## config.mk

```make
export PLATFORM = sky130hd
export DESIGN_NAME = udi_top
export DESIGN_NICKNAME = d
export VERILOG_FILES = /design/src/hw/udi_pkg.sv /design/src/hw/udi_engine.sv /design/src/hw/udi_top.sv
export SDC_FILE = /design/constraint.sdc
export NUM_CORES = 1
export LEC_CHECK = 0
export CAP_MARGIN = 20
export CORE_MARGIN = 2
export CORE_UTILIZATION = 30
export CTS_BUF_LIST = sky130_fd_sc_hd__clkbuf_16
export CTS_CLUSTER_SIZE = 12
export DETAILED_ROUTE_END_ITERATION = 10
export DONT_BUFFER_PORTS = 1
export PLACE_DENSITY = 0.48
export SLEW_MARGIN = 30
export SYNTH_ARGS = -nofsm -noshare
export SYNTH_HDL_FRONTEND = slang
export SYNTH_SLANG_ARGS = --single-unit
```

## constraint.sdc

```tcl
create_clock -name sys_clk -period 3 [get_ports sys_clk]
set_input_delay 0.45 -clock sys_clk [delete_from_list [all_inputs] [get_ports sys_clk]]
set_output_delay 0.45 -clock sys_clk [all_outputs]
set_load 0.01 [all_outputs]
```

## src/hw/udi_pkg.sv

```systemverilog
// Package of register offsets, field positions and reset values for the device interrupt enable block
// Overview of operation
// - Engine 1 flags bus-power threshold crossings both ways when bit 15 enabled.
// - Engine 1 flags every identification pin edge when bit 14 enabled.
// - Bits 15 and 14 exist only in engine 1; reserved in engine 2.
// - Bit 11 enables interrupt when no frame marker arrives within programmed count.
// - Frame register counts timeouts between consecutive received frame markers.
// - Bit 9 gates the frame marker received interrupt.
// - Bit 8 gates the bus reset detected interrupt.
// - Bits 0 to 7 gate the matching endpoint transaction-done interrupt.
// - Endpoint done fires on ack, stall, timeout, or direction exception.
// - With endpoint negative-acknowledge enable set, a negative acknowledge also fires done.
// - Implemented enable bits are read/write, active high, reset to zero.
// - Write-only address register holds 7-bit bus address in bits 6 to 0.
// - Device answers only traffic for its held address.
// - Writing one to a status bit clears that pending flag.
package udi_pkg;
  localparam logic [15:0] UDI_E1_IRQ_EN_OFS = 16'hC08C;
  localparam logic [15:0] UDI_E1_ADDR_OFS = 16'hC08E;
  localparam logic [15:0] UDI_E1_STAT_OFS = 16'hC090;
  localparam logic [15:0] UDI_E1_FRAME_OFS = 16'hC092;
  localparam logic [15:0] UDI_E1_SOFCNT_OFS = 16'hC094;
  localparam logic [15:0] UDI_E2_IRQ_EN_OFS = 16'hC0AC;
  localparam logic [15:0] UDI_E2_ADDR_OFS = 16'hC0AE;
  localparam logic [15:0] UDI_E2_STAT_OFS = 16'hC0B0;
  localparam logic [15:0] UDI_E2_FRAME_OFS = 16'hC0B2;
  localparam logic [15:0] UDI_E2_SOFCNT_OFS = 16'hC0B4;
  localparam int UDI_VBUS_BIT = 15;
  localparam int UDI_ID_BIT = 14;
  localparam int UDI_TMO_BIT = 11;
  localparam int UDI_SOF_BIT = 9;
  localparam int UDI_RST_BIT = 8;
  localparam int UDI_EP_NUM = 8;
  localparam logic [15:0] UDI_E1_EN_MASK = 16'hCBFF;
  localparam logic [15:0] UDI_E2_EN_MASK = 16'h0BFF;
  localparam logic [15:0] UDI_E1_STAT_MASK = 16'hCBFF;
  localparam logic [15:0] UDI_E2_STAT_MASK = 16'h0BFF;
  localparam logic [15:0] UDI_ADDR_MASK = 16'h007F;
  localparam logic [15:0] UDI_EN_RST = 16'h0000;
  localparam logic [6:0] UDI_ADDR_RST = 7'h00;
  localparam logic [15:0] UDI_SOFCNT_RST = 16'h2EE0;
endpackage : udi_pkg

```

## src/hw/udi_engine.sv

```systemverilog
// One device engine: enable, status, address, frame timeout and request logic
`timescale 1ns/1ns
module udi_engine #(
  parameter logic [15:0] EN_OFS = 16'hC08C,
  parameter logic [15:0] ADDR_OFS = 16'hC08E,
  parameter logic [15:0] STAT_OFS = 16'hC090,
  parameter logic [15:0] FRAME_OFS = 16'hC092,
  parameter logic [15:0] SOFCNT_OFS = 16'hC094,
  parameter logic [15:0] EN_MASK = 16'hCBFF,
  parameter logic [15:0] STAT_MASK = 16'hCBFF,
  parameter int EP_NUM = 8
) (
  input wire logic sys_clk,
  input wire logic sys_rst,
  input wire logic wr_en,
  input wire logic [15:0] addr,
  input wire logic [15:0] wdata,
  output logic [15:0] rdata,
  input wire logic vbus_edge,
  input wire logic id_edge,
  input wire logic sof_rx,
  input wire logic bus_rst,
  input wire logic tok_valid,
  input wire logic [6:0] tok_addr,
  input wire logic [EP_NUM-1:0] ep_ack,
  input wire logic [EP_NUM-1:0] ep_stall,
  input wire logic [EP_NUM-1:0] ep_tmo,
  input wire logic [EP_NUM-1:0] ep_in_exc,
  input wire logic [EP_NUM-1:0] ep_out_exc,
  input wire logic [EP_NUM-1:0] ep_nak,
  input wire logic [EP_NUM-1:0] ep_nak_ie,
  output logic irq,
  output logic tok_match,
  output logic [6:0] dev_addr
);
  logic [15:0] en_ff;
  logic [15:0] stat_ff;
  logic [6:0] addr_ff;
  logic [15:0] frame_ff;
  logic [15:0] sofcnt_ff;
  logic [15:0] tmr_ff;
  logic irq_ff;
  logic match_ff;
  wire wr_en_reg = wr_en && (addr == EN_OFS);
  wire wr_addr_reg = wr_en && (addr == ADDR_OFS);
  wire wr_stat_reg = wr_en && (addr == STAT_OFS);
  wire wr_sofcnt_reg = wr_en && (addr == SOFCNT_OFS);
  wire tmr_expire = (tmr_ff >= sofcnt_ff);
  wire [EP_NUM-1:0] ep_done = ep_ack | ep_stall | ep_tmo | ep_in_exc | ep_out_exc | (ep_nak & ep_nak_ie);
  logic [15:0] ev;
  always_comb begin
    ev = 16'h0000;
    ev[EP_NUM-1:0] = ep_done;
    ev[udi_pkg::UDI_RST_BIT] = bus_rst;
    ev[udi_pkg::UDI_SOF_BIT] = sof_rx;
    ev[udi_pkg::UDI_TMO_BIT] = tmr_expire;
    ev[udi_pkg::UDI_ID_BIT] = id_edge;
    ev[udi_pkg::UDI_VBUS_BIT] = vbus_edge;
  end
  // Only enabled sources latch; set wins over a one-to-clear in the same cycle
  wire [15:0] clr = wr_stat_reg ? wdata : 16'h0000;
  wire [15:0] nxt_stat = ((stat_ff & ~clr) | (ev & en_ff)) & STAT_MASK;
  wire [15:0] nxt_en = (wdata & EN_MASK);
  wire nxt_irq = |(stat_ff & en_ff);
  wire nxt_match = tok_valid && (tok_addr == addr_ff);
  wire [15:0] nxt_frame = sof_rx ? 16'h0000 : (tmr_expire ? frame_ff + 16'h0001 : frame_ff);
  wire [15:0] nxt_tmr = (sof_rx || tmr_expire) ? 16'h0000 : tmr_ff + 16'h0001;
  always_ff @(posedge sys_clk) begin
    if (sys_rst) begin
      en_ff <= udi_pkg::UDI_EN_RST;
      stat_ff <= 16'h0000;
      addr_ff <= udi_pkg::UDI_ADDR_RST;
      frame_ff <= 16'h0000;
      sofcnt_ff <= udi_pkg::UDI_SOFCNT_RST;
      tmr_ff <= 16'h0000;
      irq_ff <= 1'b0;
      match_ff <= 1'b0;
    end else begin
      if (wr_en_reg) en_ff <= nxt_en;
      if (wr_addr_reg) addr_ff <= wdata[6:0];
      if (wr_sofcnt_reg) sofcnt_ff <= wdata;
      stat_ff <= nxt_stat;
      frame_ff <= nxt_frame;
      tmr_ff <= nxt_tmr;
      irq_ff <= nxt_irq;
      match_ff <= nxt_match;
    end
  end
  // Address register is write-only and reads back as zero
  always_comb begin
    if (addr == EN_OFS) rdata = en_ff;
    else if (addr == STAT_OFS) rdata = stat_ff;
    else if (addr == FRAME_OFS) rdata = frame_ff;
    else if (addr == SOFCNT_OFS) rdata = sofcnt_ff;
    else rdata = 16'h0000;
  end
  assign irq = irq_ff;
  assign tok_match = match_ff;
  assign dev_addr = addr_ff;
endmodule : udi_engine

```

## src/hw/udi_top.sv

```systemverilog
// Top of the two-engine device interrupt enable and address block
`timescale 1ns/1ns
module udi_top #(
  parameter int EP_NUM = 8
) (
  input wire logic sys_clk,
  input wire logic sys_rst,
  input wire logic reg_wr,
  input wire logic [15:0] reg_addr,
  input wire logic [15:0] reg_wdata,
  output logic [15:0] reg_rdata,
  input wire logic vbus_valid_pin,
  input wire logic otg_id_pin,
  input wire logic [1:0] sof_rx,
  input wire logic [1:0] bus_rst,
  input wire logic [1:0] tok_valid,
  input wire logic [13:0] tok_addr,
  input wire logic [2*EP_NUM-1:0] ep_ack,
  input wire logic [2*EP_NUM-1:0] ep_stall,
  input wire logic [2*EP_NUM-1:0] ep_tmo,
  input wire logic [2*EP_NUM-1:0] ep_in_exc,
  input wire logic [2*EP_NUM-1:0] ep_out_exc,
  input wire logic [2*EP_NUM-1:0] ep_nak,
  input wire logic [2*EP_NUM-1:0] ep_nak_ie,
  output logic [1:0] irq,
  output logic [1:0] tok_match,
  output logic [13:0] dev_addr
);
  logic [2:0] vbus_sync_ff;
  logic [2:0] id_sync_ff;
  logic [15:0] rdata_ff;
  logic [15:0] rd1;
  logic [15:0] rd2;
  always_ff @(posedge sys_clk) begin
    if (sys_rst) begin
      vbus_sync_ff <= 3'h0;
      id_sync_ff <= 3'h0;
      rdata_ff <= 16'h0000;
    end else begin
      vbus_sync_ff <= {vbus_sync_ff[1:0], vbus_valid_pin};
      id_sync_ff <= {id_sync_ff[1:0], otg_id_pin};
      rdata_ff <= rd1 | rd2;
    end
  end
  wire vbus_edge = vbus_sync_ff[2] ^ vbus_sync_ff[1];
  wire id_edge = id_sync_ff[2] ^ id_sync_ff[1];
  udi_engine #(
    .EN_OFS(udi_pkg::UDI_E1_IRQ_EN_OFS), .ADDR_OFS(udi_pkg::UDI_E1_ADDR_OFS),
    .STAT_OFS(udi_pkg::UDI_E1_STAT_OFS), .FRAME_OFS(udi_pkg::UDI_E1_FRAME_OFS),
    .SOFCNT_OFS(udi_pkg::UDI_E1_SOFCNT_OFS), .EN_MASK(udi_pkg::UDI_E1_EN_MASK),
    .STAT_MASK(udi_pkg::UDI_E1_STAT_MASK), .EP_NUM(EP_NUM)
  ) u_eng1 (
    .sys_clk(sys_clk), .sys_rst(sys_rst), .wr_en(reg_wr), .addr(reg_addr), .wdata(reg_wdata),
    .rdata(rd1), .vbus_edge(vbus_edge), .id_edge(id_edge), .sof_rx(sof_rx[0]), .bus_rst(bus_rst[0]),
    .tok_valid(tok_valid[0]), .tok_addr(tok_addr[6:0]), .ep_ack(ep_ack[EP_NUM-1:0]),
    .ep_stall(ep_stall[EP_NUM-1:0]), .ep_tmo(ep_tmo[EP_NUM-1:0]), .ep_in_exc(ep_in_exc[EP_NUM-1:0]),
    .ep_out_exc(ep_out_exc[EP_NUM-1:0]), .ep_nak(ep_nak[EP_NUM-1:0]), .ep_nak_ie(ep_nak_ie[EP_NUM-1:0]),
    .irq(irq[0]), .tok_match(tok_match[0]), .dev_addr(dev_addr[6:0])
  );
  // Second engine sees no bus-power or identification events
  udi_engine #(
    .EN_OFS(udi_pkg::UDI_E2_IRQ_EN_OFS), .ADDR_OFS(udi_pkg::UDI_E2_ADDR_OFS),
    .STAT_OFS(udi_pkg::UDI_E2_STAT_OFS), .FRAME_OFS(udi_pkg::UDI_E2_FRAME_OFS),
    .SOFCNT_OFS(udi_pkg::UDI_E2_SOFCNT_OFS), .EN_MASK(udi_pkg::UDI_E2_EN_MASK),
    .STAT_MASK(udi_pkg::UDI_E2_STAT_MASK), .EP_NUM(EP_NUM)
  ) u_eng2 (
    .sys_clk(sys_clk), .sys_rst(sys_rst), .wr_en(reg_wr), .addr(reg_addr), .wdata(reg_wdata),
    .rdata(rd2), .vbus_edge(1'b0), .id_edge(1'b0), .sof_rx(sof_rx[1]), .bus_rst(bus_rst[1]),
    .tok_valid(tok_valid[1]), .tok_addr(tok_addr[13:7]), .ep_ack(ep_ack[2*EP_NUM-1:EP_NUM]),
    .ep_stall(ep_stall[2*EP_NUM-1:EP_NUM]), .ep_tmo(ep_tmo[2*EP_NUM-1:EP_NUM]),
    .ep_in_exc(ep_in_exc[2*EP_NUM-1:EP_NUM]), .ep_out_exc(ep_out_exc[2*EP_NUM-1:EP_NUM]),
    .ep_nak(ep_nak[2*EP_NUM-1:EP_NUM]), .ep_nak_ie(ep_nak_ie[2*EP_NUM-1:EP_NUM]),
    .irq(irq[1]), .tok_match(tok_match[1]), .dev_addr(dev_addr[13:7])
  );
  assign reg_rdata = rdata_ff;
endmodule : udi_top

```

==> results of run 1 <==
[worst min-delay path by stage]
stage                                        endpoint  slack, ps  cells after the start
detailed placement           id_sync_ff[1]$_SDFF_PP0_        430                      1
global placement             id_sync_ff[1]$_SDFF_PP0_        440                      1
CTS                      u_eng2.en_ff[4]$_SDFFE_PP0P_         90                      1
finish              u_eng1.sofcnt_ff[10]$_SDFFE_PP1P_        130                      1
floorplan                    id_sync_ff[1]$_SDFF_PP0_        410                      1
global route         u_eng2.sofcnt_ff[8]$_SDFFE_PP0P_        100                      1
[critical path, stage by stage (launching register included)]
cell,delay (ps)
sky130_fd_sc_hd__dfxtp_1,400
sky130_fd_sc_hd__inv_1,70
sky130_fd_sc_hd__ha_1,280
sky130_fd_sc_hd__nand2b_1,140
sky130_fd_sc_hd__a2111oi_1,460
sky130_fd_sc_hd__o41a_1,250
sky130_fd_sc_hd__a31o_2,400
sky130_fd_sc_hd__nand2_1,430
sky130_fd_sc_hd__nor2_1,210
[synth_stat cells (7+ instances only)]
| cell | number | area [um^2] |
|---|---|---|
| sky130_fd_sc_hd__nand3_1 | 26 | 130 |
| sky130_fd_sc_hd__mux2i_1 | 31 | 310 |
| sky130_fd_sc_hd__o31ai_1 | 8 | 60.1 |
| sky130_fd_sc_hd__inv_1 | 40 | 150 |
| sky130_fd_sc_hd__or3_1 | 18 | 113 |
| sky130_fd_sc_hd__and3_1 | 11 | 68.8 |
| sky130_fd_sc_hd__dfxtp_1 | 184 | 3680 |
| sky130_fd_sc_hd__and2_1 | 8 | 50.1 |
| sky130_fd_sc_hd__nor2_1 | 135 | 507 |
| sky130_fd_sc_hd__a32oi_1 | 7 | 61.3 |
| sky130_fd_sc_hd__ha_1 | 36 | 450 |
| sky130_fd_sc_hd__xor2_1 | 22 | 193 |
| sky130_fd_sc_hd__nand4_1 | 21 | 131 |
| sky130_fd_sc_hd__a221oi_1 | 9 | 78.8 |
| sky130_fd_sc_hd__a211o_1 | 18 | 158 |
| sky130_fd_sc_hd__nand2_1 | 157 | 589 |
| sky130_fd_sc_hd__clkbuf_1 | 38 | 143 |
| sky130_fd_sc_hd__o21ai_0 | 25 | 125 |
| sky130_fd_sc_hd__a31oi_1 | 8 | 50.1 |
| sky130_fd_sc_hd__nor4_1 | 19 | 119 |
| sky130_fd_sc_hd__a21oi_1 | 97 | 485 |
| sky130_fd_sc_hd__a22o_1 | 16 | 140 |
| sky130_fd_sc_hd__a222oi_1 | 21 | 210 |
| sky130_fd_sc_hd__or4_1 | 8 | 60.1 |
| sky130_fd_sc_hd__buf_4 | 7 | 52.6 |
| sky130_fd_sc_hd__nor2b_1 | 13 | 81.3 |
| sky130_fd_sc_hd__xnor2_1 | 24 | 210 |
| sky130_fd_sc_hd__a22oi_1 | 25 | 188 |
| sky130_fd_sc_hd__buf_2 | 9 | 45.0 |
[registers in the layout, indices dropped and copies added, names as in the netlist, 16 cells and up]
signal and flops:
u_eng1.tmr_ff 16, u_eng1.sofcnt_ff 16, u_eng2.tmr_ff 16, u_eng2.frame_ff 16
u_eng1.frame_ff 16, reg_rdata 16, u_eng2.sofcnt_ff 16
[area by class of cell]
cell class	instances	area, um^2
Multi-Input combinational cell	812	4990
Clock inverter	14	113
Timing Repair Buffer	18	135
Fill cell	3094	19700
Clock buffer	17	425
Tap cell	390	488
Sequential cell	184	3680
Inverter	40	150
[metal layers]
metal  wire, um  track usage
met4        547       0.0540
met5          0            0
met1      13200        0.255
met2      13500        0.285
met3       1910       0.0403
[through the flow]
| stage | cells | setup WS (ps) |
|---|---|---|
| global route | 1475 | 8.46 |
| finish | 1475 | 281 |
| CTS | 1475 | 251 |
| global placement | 1444 | 356 |
| detailed placement | 1444 | 268 |
| floorplan | 1093 | 706 |
[cells by family (layout without fill, tap and decap cells)]
logic type / after synthesis / after routing
buffers and inverters: 97 / 89
XOR/XNOR: 46 / 46
adder cells (fa/ha/maj): 36 / 36
AO/OA/AOI/OAI: 251 / 251
AND/OR/NAND/NOR: 448 / 448
multiplexers: 31 / 31
flip-flops: 184 / 184
[cells in the final DEF, fill, tap and decap left out, types with 17 or more instances in the layout]
| cell | instances |
|---|---|
| sky130_fd_sc_hd__a21oi_1 | 97 |
| sky130_fd_sc_hd__xnor2_1 | 24 |
| sky130_fd_sc_hd__ha_1 | 36 |
| sky130_fd_sc_hd__mux2i_1 | 31 |
| sky130_fd_sc_hd__a211o_1 | 18 |
| sky130_fd_sc_hd__clkbuf_16 | 17 |
| sky130_fd_sc_hd__nand3_1 | 26 |
| sky130_fd_sc_hd__a22oi_1 | 25 |
| sky130_fd_sc_hd__buf_4 | 18 |
| sky130_fd_sc_hd__dfxtp_1 | 184 |
| sky130_fd_sc_hd__nor4_1 | 19 |
| sky130_fd_sc_hd__o21ai_0 | 25 |
| sky130_fd_sc_hd__xor2_1 | 22 |
| sky130_fd_sc_hd__inv_1 | 44 |
| sky130_fd_sc_hd__nand2_1 | 157 |
| sky130_fd_sc_hd__or3_1 | 18 |
| sky130_fd_sc_hd__nand4_1 | 21 |
| sky130_fd_sc_hd__nor2_1 | 135 |
| sky130_fd_sc_hd__a222oi_1 | 21 |
[where the power goes]
part / internal [uW] / switching (uW)
Combinational: 37.5 / 50.1
Sequential: 2450 / 4.39
Clock: 1130 / 994
Total: 3610 / 1050
==> impl_metrics.yaml, run 1 <==
synth:
  mappedNetlistArea_um2: 9080
  synth_edf_count: 0
  postSynthAreaPerCell_um2: 8.30
  netlist_instances: 1093
  post_syn_nets: 1298
  yosys.area_share.adder: 0.0496
  synth-simple-area-share: 0.234
  synth_flop_cell: "sky130_fd_sc_hd__dfxtp_1"
  synth-async-reset-ratio: 0
  ys_seq_elements: 184
  synthMuxAreaShare: 0.0342
  synth-compound-area-share: 0.187
  yosysUniqueCellTypes: 58
  combinational_family_with_the_most_area_after_synthesis: "simple AND/OR/NAND/NOR gates"
  yosysWarnings: 0
  yosys.area_share.xor_xnor: 0.0444
  yosysSeqAreaShare: 0.406
drt:
  routed_wire_length_mm: 29.2
  detail_route.vias_per_cell: 5.42
  drt-initial-drc-count: 716
  vias: 7992
  route.detailed.wl_per_inst_um: 19.8
  detail_route.drc_violations: 0
  detail-route-antenna-nets: 0
  first_pass_iteration_count_of_the_detailed_router: 6
worst_setup_path:
  reg2reg_setup_slack_ps: 280
  arrival_ps: 3090
  worst-setup-path-type: "reg -> reg"
  worst_r2r_path_depth: 8
  worstReg2RegEnd: "u_eng1.tmr_ff[9]$_SDFF_PP0_"
  critPathCapture: "u_eng1.tmr_ff[9]$_SDFF_PP0_"
  critical_path.startpoint: "u_eng1.tmr_ff[0]$_SDFF_PP0_"
  critical_path_peak_fanout: 22
  crit_path_start_kind: "flop"
  critPathRequiredTime_ps: 3370
  endpoint_class_of_the_critical_path: "flop"
  regToRegStartpoint: "u_eng1.tmr_ff[0]$_SDFF_PP0_"
grt:
  grt_first_pass_wirelength_mm: 43.8
  gr-usage-all-layers: 0.184
  first_global_vias: 7310
  grt_max_degree: 127
  grt_antenna_before_repair: 0
  overflow: 0
final_layout:
  post_route_cells_drive_above_1_share: 0.0535
  area_growth_from_synthesis_to_layout_pct: 10.0
  antenna-diode-count: 0
  nets: 1278
  finish.instance_area_um2: 9980
  post-route-util: 0.336
floorplan:
  fp.dieW_um: 178
  fp.dieH_um: 178
  fp-row-count: 63
  initial_utilization: 0.305
  design.die.area_um2: 31700
  floorplan.io_pins: 203
  placeableCoreArea_um2: 29700
clock_network:
  cts.sink_count: 184
  ctsHtreeMaxLevel: 4
  worst_setup_hold_path_clk_slew_ps: 70
  clkLatencyLatePin_ps: 440
  cts_buffers: 17
  clockRootBuffer: "sky130_fd_sc_hd__clkbuf_16"
  tritoncts: "built"
  cts_hold_buf: 0
  cts-resized-gates: 0
  cts.repair_timing.setup_buffer_count: 0
  clock_tree.buffer_depth: 2
sta:
  timing.final.hold_violations: 0
  final_critical_path_required_period_ps: 2720
  timing.slew.headroom: 0.564
  period_share: 0.906
  worst_clock_skew_ps: 8.69
  max_clk_rate_mhz: 368
  timing.final.max_slew_violations: 0
  final.setup.tns_ps: 0
  hold_ws_ps: 127
  finalSetupViolCount: 0
  transition_time_at_the_pin_with_the_least_slew_margin_ps: 646
  unrepaired_setup_endpoints_after_global_routing: "false"
placed_design:
  place.port_buffers: 0
  gp_congestion: 0.811
  place.detailed.hpwl_mm: 21.9
  placed_cell_area_um2: 9450
pwr:
  worst_ir_drop_vdd_mv: 0.291
  total_power_uw: 4660
  power_density_nw_per_um2: 467
  power_leakage_uw: 0.00330
job:
  maxCapViolCount: 0
hold_path:
  hp-start: "reg_wdata[10]"
  worst_hold_path_type: "in -> reg"
run_status:
  run_status: "finished, final reports clean"
Note: power is estimated with default switching activity, not from simulation.
==> inputs of run 2 (changes only) <==
- MAX_ROUTING_LAYER: unset -> met4
==> impl_metrics.yaml, run 2 (synthesis results as in run 1) <==
run_status:
  run_status: "finished, final reports clean"
drt:
  route.detailed.wl_per_inst_um: 19.8
  routed_wire_length_mm: 29.2
  detail_route.vias_per_cell: 5.38
  detail-route-antenna-nets: 0
  drt-initial-drc-count: 708
  detail_route.drc_violations: 0
  vias: 7937
  first_pass_iteration_count_of_the_detailed_router: 6
worst_setup_path:
  worst_r2r_path_depth: 8
  endpoint_class_of_the_critical_path: "flop"
  worst-setup-path-type: "reg -> reg"
  critical_path.startpoint: "u_eng1.tmr_ff[0]$_SDFF_PP0_"
  regToRegStartpoint: "u_eng1.tmr_ff[0]$_SDFF_PP0_"
  crit_path_start_kind: "flop"
  arrival_ps: 3080
  critical_path_peak_fanout: 22
  reg2reg_setup_slack_ps: 290
  worstReg2RegEnd: "u_eng1.tmr_ff[9]$_SDFF_PP0_"
  critPathRequiredTime_ps: 3370
  critPathCapture: "u_eng1.tmr_ff[9]$_SDFF_PP0_"
sta:
  period_share: 0.902
  worst_clock_skew_ps: 8.65
  setup_ws_ps: 294
  final.setup.tns_ps: 0
  finalSetupViolCount: 0
  transition_time_at_the_pin_with_the_least_slew_margin_ps: 668
  final_critical_path_required_period_ps: 2710
  timing.final.max_slew_violations: 0
  unrepaired_setup_endpoints_after_global_routing: "false"
  max_clk_rate_mhz: 370
  hold_ws_ps: 126
  timing.final.hold_violations: 0
  timing.slew.headroom: 0.554
clock_network:
  tritoncts: "built"
  cts.sink_count: 184
  ctsHtreeMaxLevel: 4
  cts_buffers: 17
  clock_tree.buffer_depth: 2
  clockRootBuffer: "sky130_fd_sc_hd__clkbuf_16"
  cts-resized-gates: 0
  clkLatencyLatePin_ps: 440
  worst_setup_hold_path_clk_slew_ps: 70
  cts_hold_buf: 0
  cts.repair_timing.setup_buffer_count: 0
placed_design:
  place.detailed.hpwl_mm: 21.9
  placed_cell_area_um2: 9450
  preCtsSetupSlack_ps: 268
  placedCellCount: 1444
  place.port_buffers: 0
  gp_congestion: 0.823
grt:
  first_global_vias: 7300
  grt.busiest_layer: "met2"
  grt_antenna_before_repair: 0
  overflow: 0
  globalRouteMet1Util: 0.255
  use_met3: 0.0398
  grt_first_pass_wirelength_mm: 43.9
  grtUsageMet2: 0.286
  grt_max_degree: 127
  gr-usage-all-layers: 0.189
job:
  maxCapViolCount: 0
final_layout:
  leading_cell_type_in_the_layout_fill_and_taps_excluded: "sky130_fd_sc_hd__dfxtp_1"
  finish.instance_area_um2: 9980
  stdcell_count: 1475
  commonest_cells_after_routing_fill_and_taps_aside: "sky130_fd_sc_hd__dfxtp_1 (184), sky130_fd_sc_hd__nand2_1 (157), sky130_fd_sc_hd__nor2_1 (135), sky130_fd_sc_hd__a21oi_1 (97), sky130_fd_sc_hd__inv_1 (44)"
  antenna-diode-count: 0
  nets: 1278
  post_route_cells_drive_above_1_share: 0.0535
  area_growth_from_synthesis_to_layout_pct: 10.0
  fillCellCount: 3094
floorplan:
  fp-row-count: 63
  fp.dieH_um: 178
  design.die.area_um2: 31700
  placeableCoreArea_um2: 29700
  floorplan.io_pins: 203
  initial_utilization: 0.305
  fp.dieW_um: 178
pwr:
  power_density_nw_per_um2: 468
  power_leakage_uw: 0.00330
  worst_ir_drop_vdd_mv: 0.292
hold_path:
  worst_hold_path_type: "in -> reg"
  hp-start: "reg_wdata[10]"
==> run 2: cell counts in the layout (fill, tap and decap cells not counted) <==
Identical to the previous run, type by type.
==> run 2: worst min-delay path by stage <==
stage | end | depth (start not counted)
6_report | u_eng1.sofcnt_ff[10]$_SDFFE_PP1P_ | 1
5_1_grt | u_eng2.sofcnt_ff[0]$_SDFFE_PP0P_ | 1
4_1_cts | u_eng2.en_ff[4]$_SDFFE_PP0P_ | 1
3_5_place_dp | id_sync_ff[1]$_SDFF_PP0_ | 1
3_3_place_gp | id_sync_ff[1]$_SDFF_PP0_ | 1
2_1_floorplan | id_sync_ff[1]$_SDFF_PP0_ | 1
==> run 2: stage by stage <==
step / total power [uW] / utilization
global placement: 2590 / 0.318
detailed placement: 2600 / 0.318
finish: 4670 / 0.336
global route: 4820 / 0.336
floorplan: 2610 / -
CTS: 4720 / 0.336
==> run 2: worst max-delay path, cell delays in order (launching register included) <==
cell and delay, ps:
sky130_fd_sc_hd__dfxtp_1 400, sky130_fd_sc_hd__inv_1 70, sky130_fd_sc_hd__ha_1 280, sky130_fd_sc_hd__nand2b_1 140
sky130_fd_sc_hd__a2111oi_1 460, sky130_fd_sc_hd__o41a_1 250, sky130_fd_sc_hd__a31o_2 400, sky130_fd_sc_hd__nand2_1 430
sky130_fd_sc_hd__nor2_1 210
==> run 2: power by group <==
part	total, uW	internal, uW	switching [uW]
sequential	2450	2450	4.34
combinational	87.5	37.6	49.9
clock	2130	1130	1000
==> run 2: area by class of cell <==
class	count	area [um^2]	area share
clock buffer	17	425	0.0426
clock inverter	14	113	0.0113
inverter	40	150	0.0150
multi-input combinational	812	4990	0.500
sequential	184	3680	0.369
tap	390	488	0.0489
timing repair buffer	18	135	0.0135
==> run 2: per-layer routing <==
layer | vias to the layer above | wire [um]
met3 | 31 | 1560
met5 | - | 0
li1 | 3878 | -
met1 | 3827 | 13500
met2 | 201 | 13600
met4 | 0 | 552
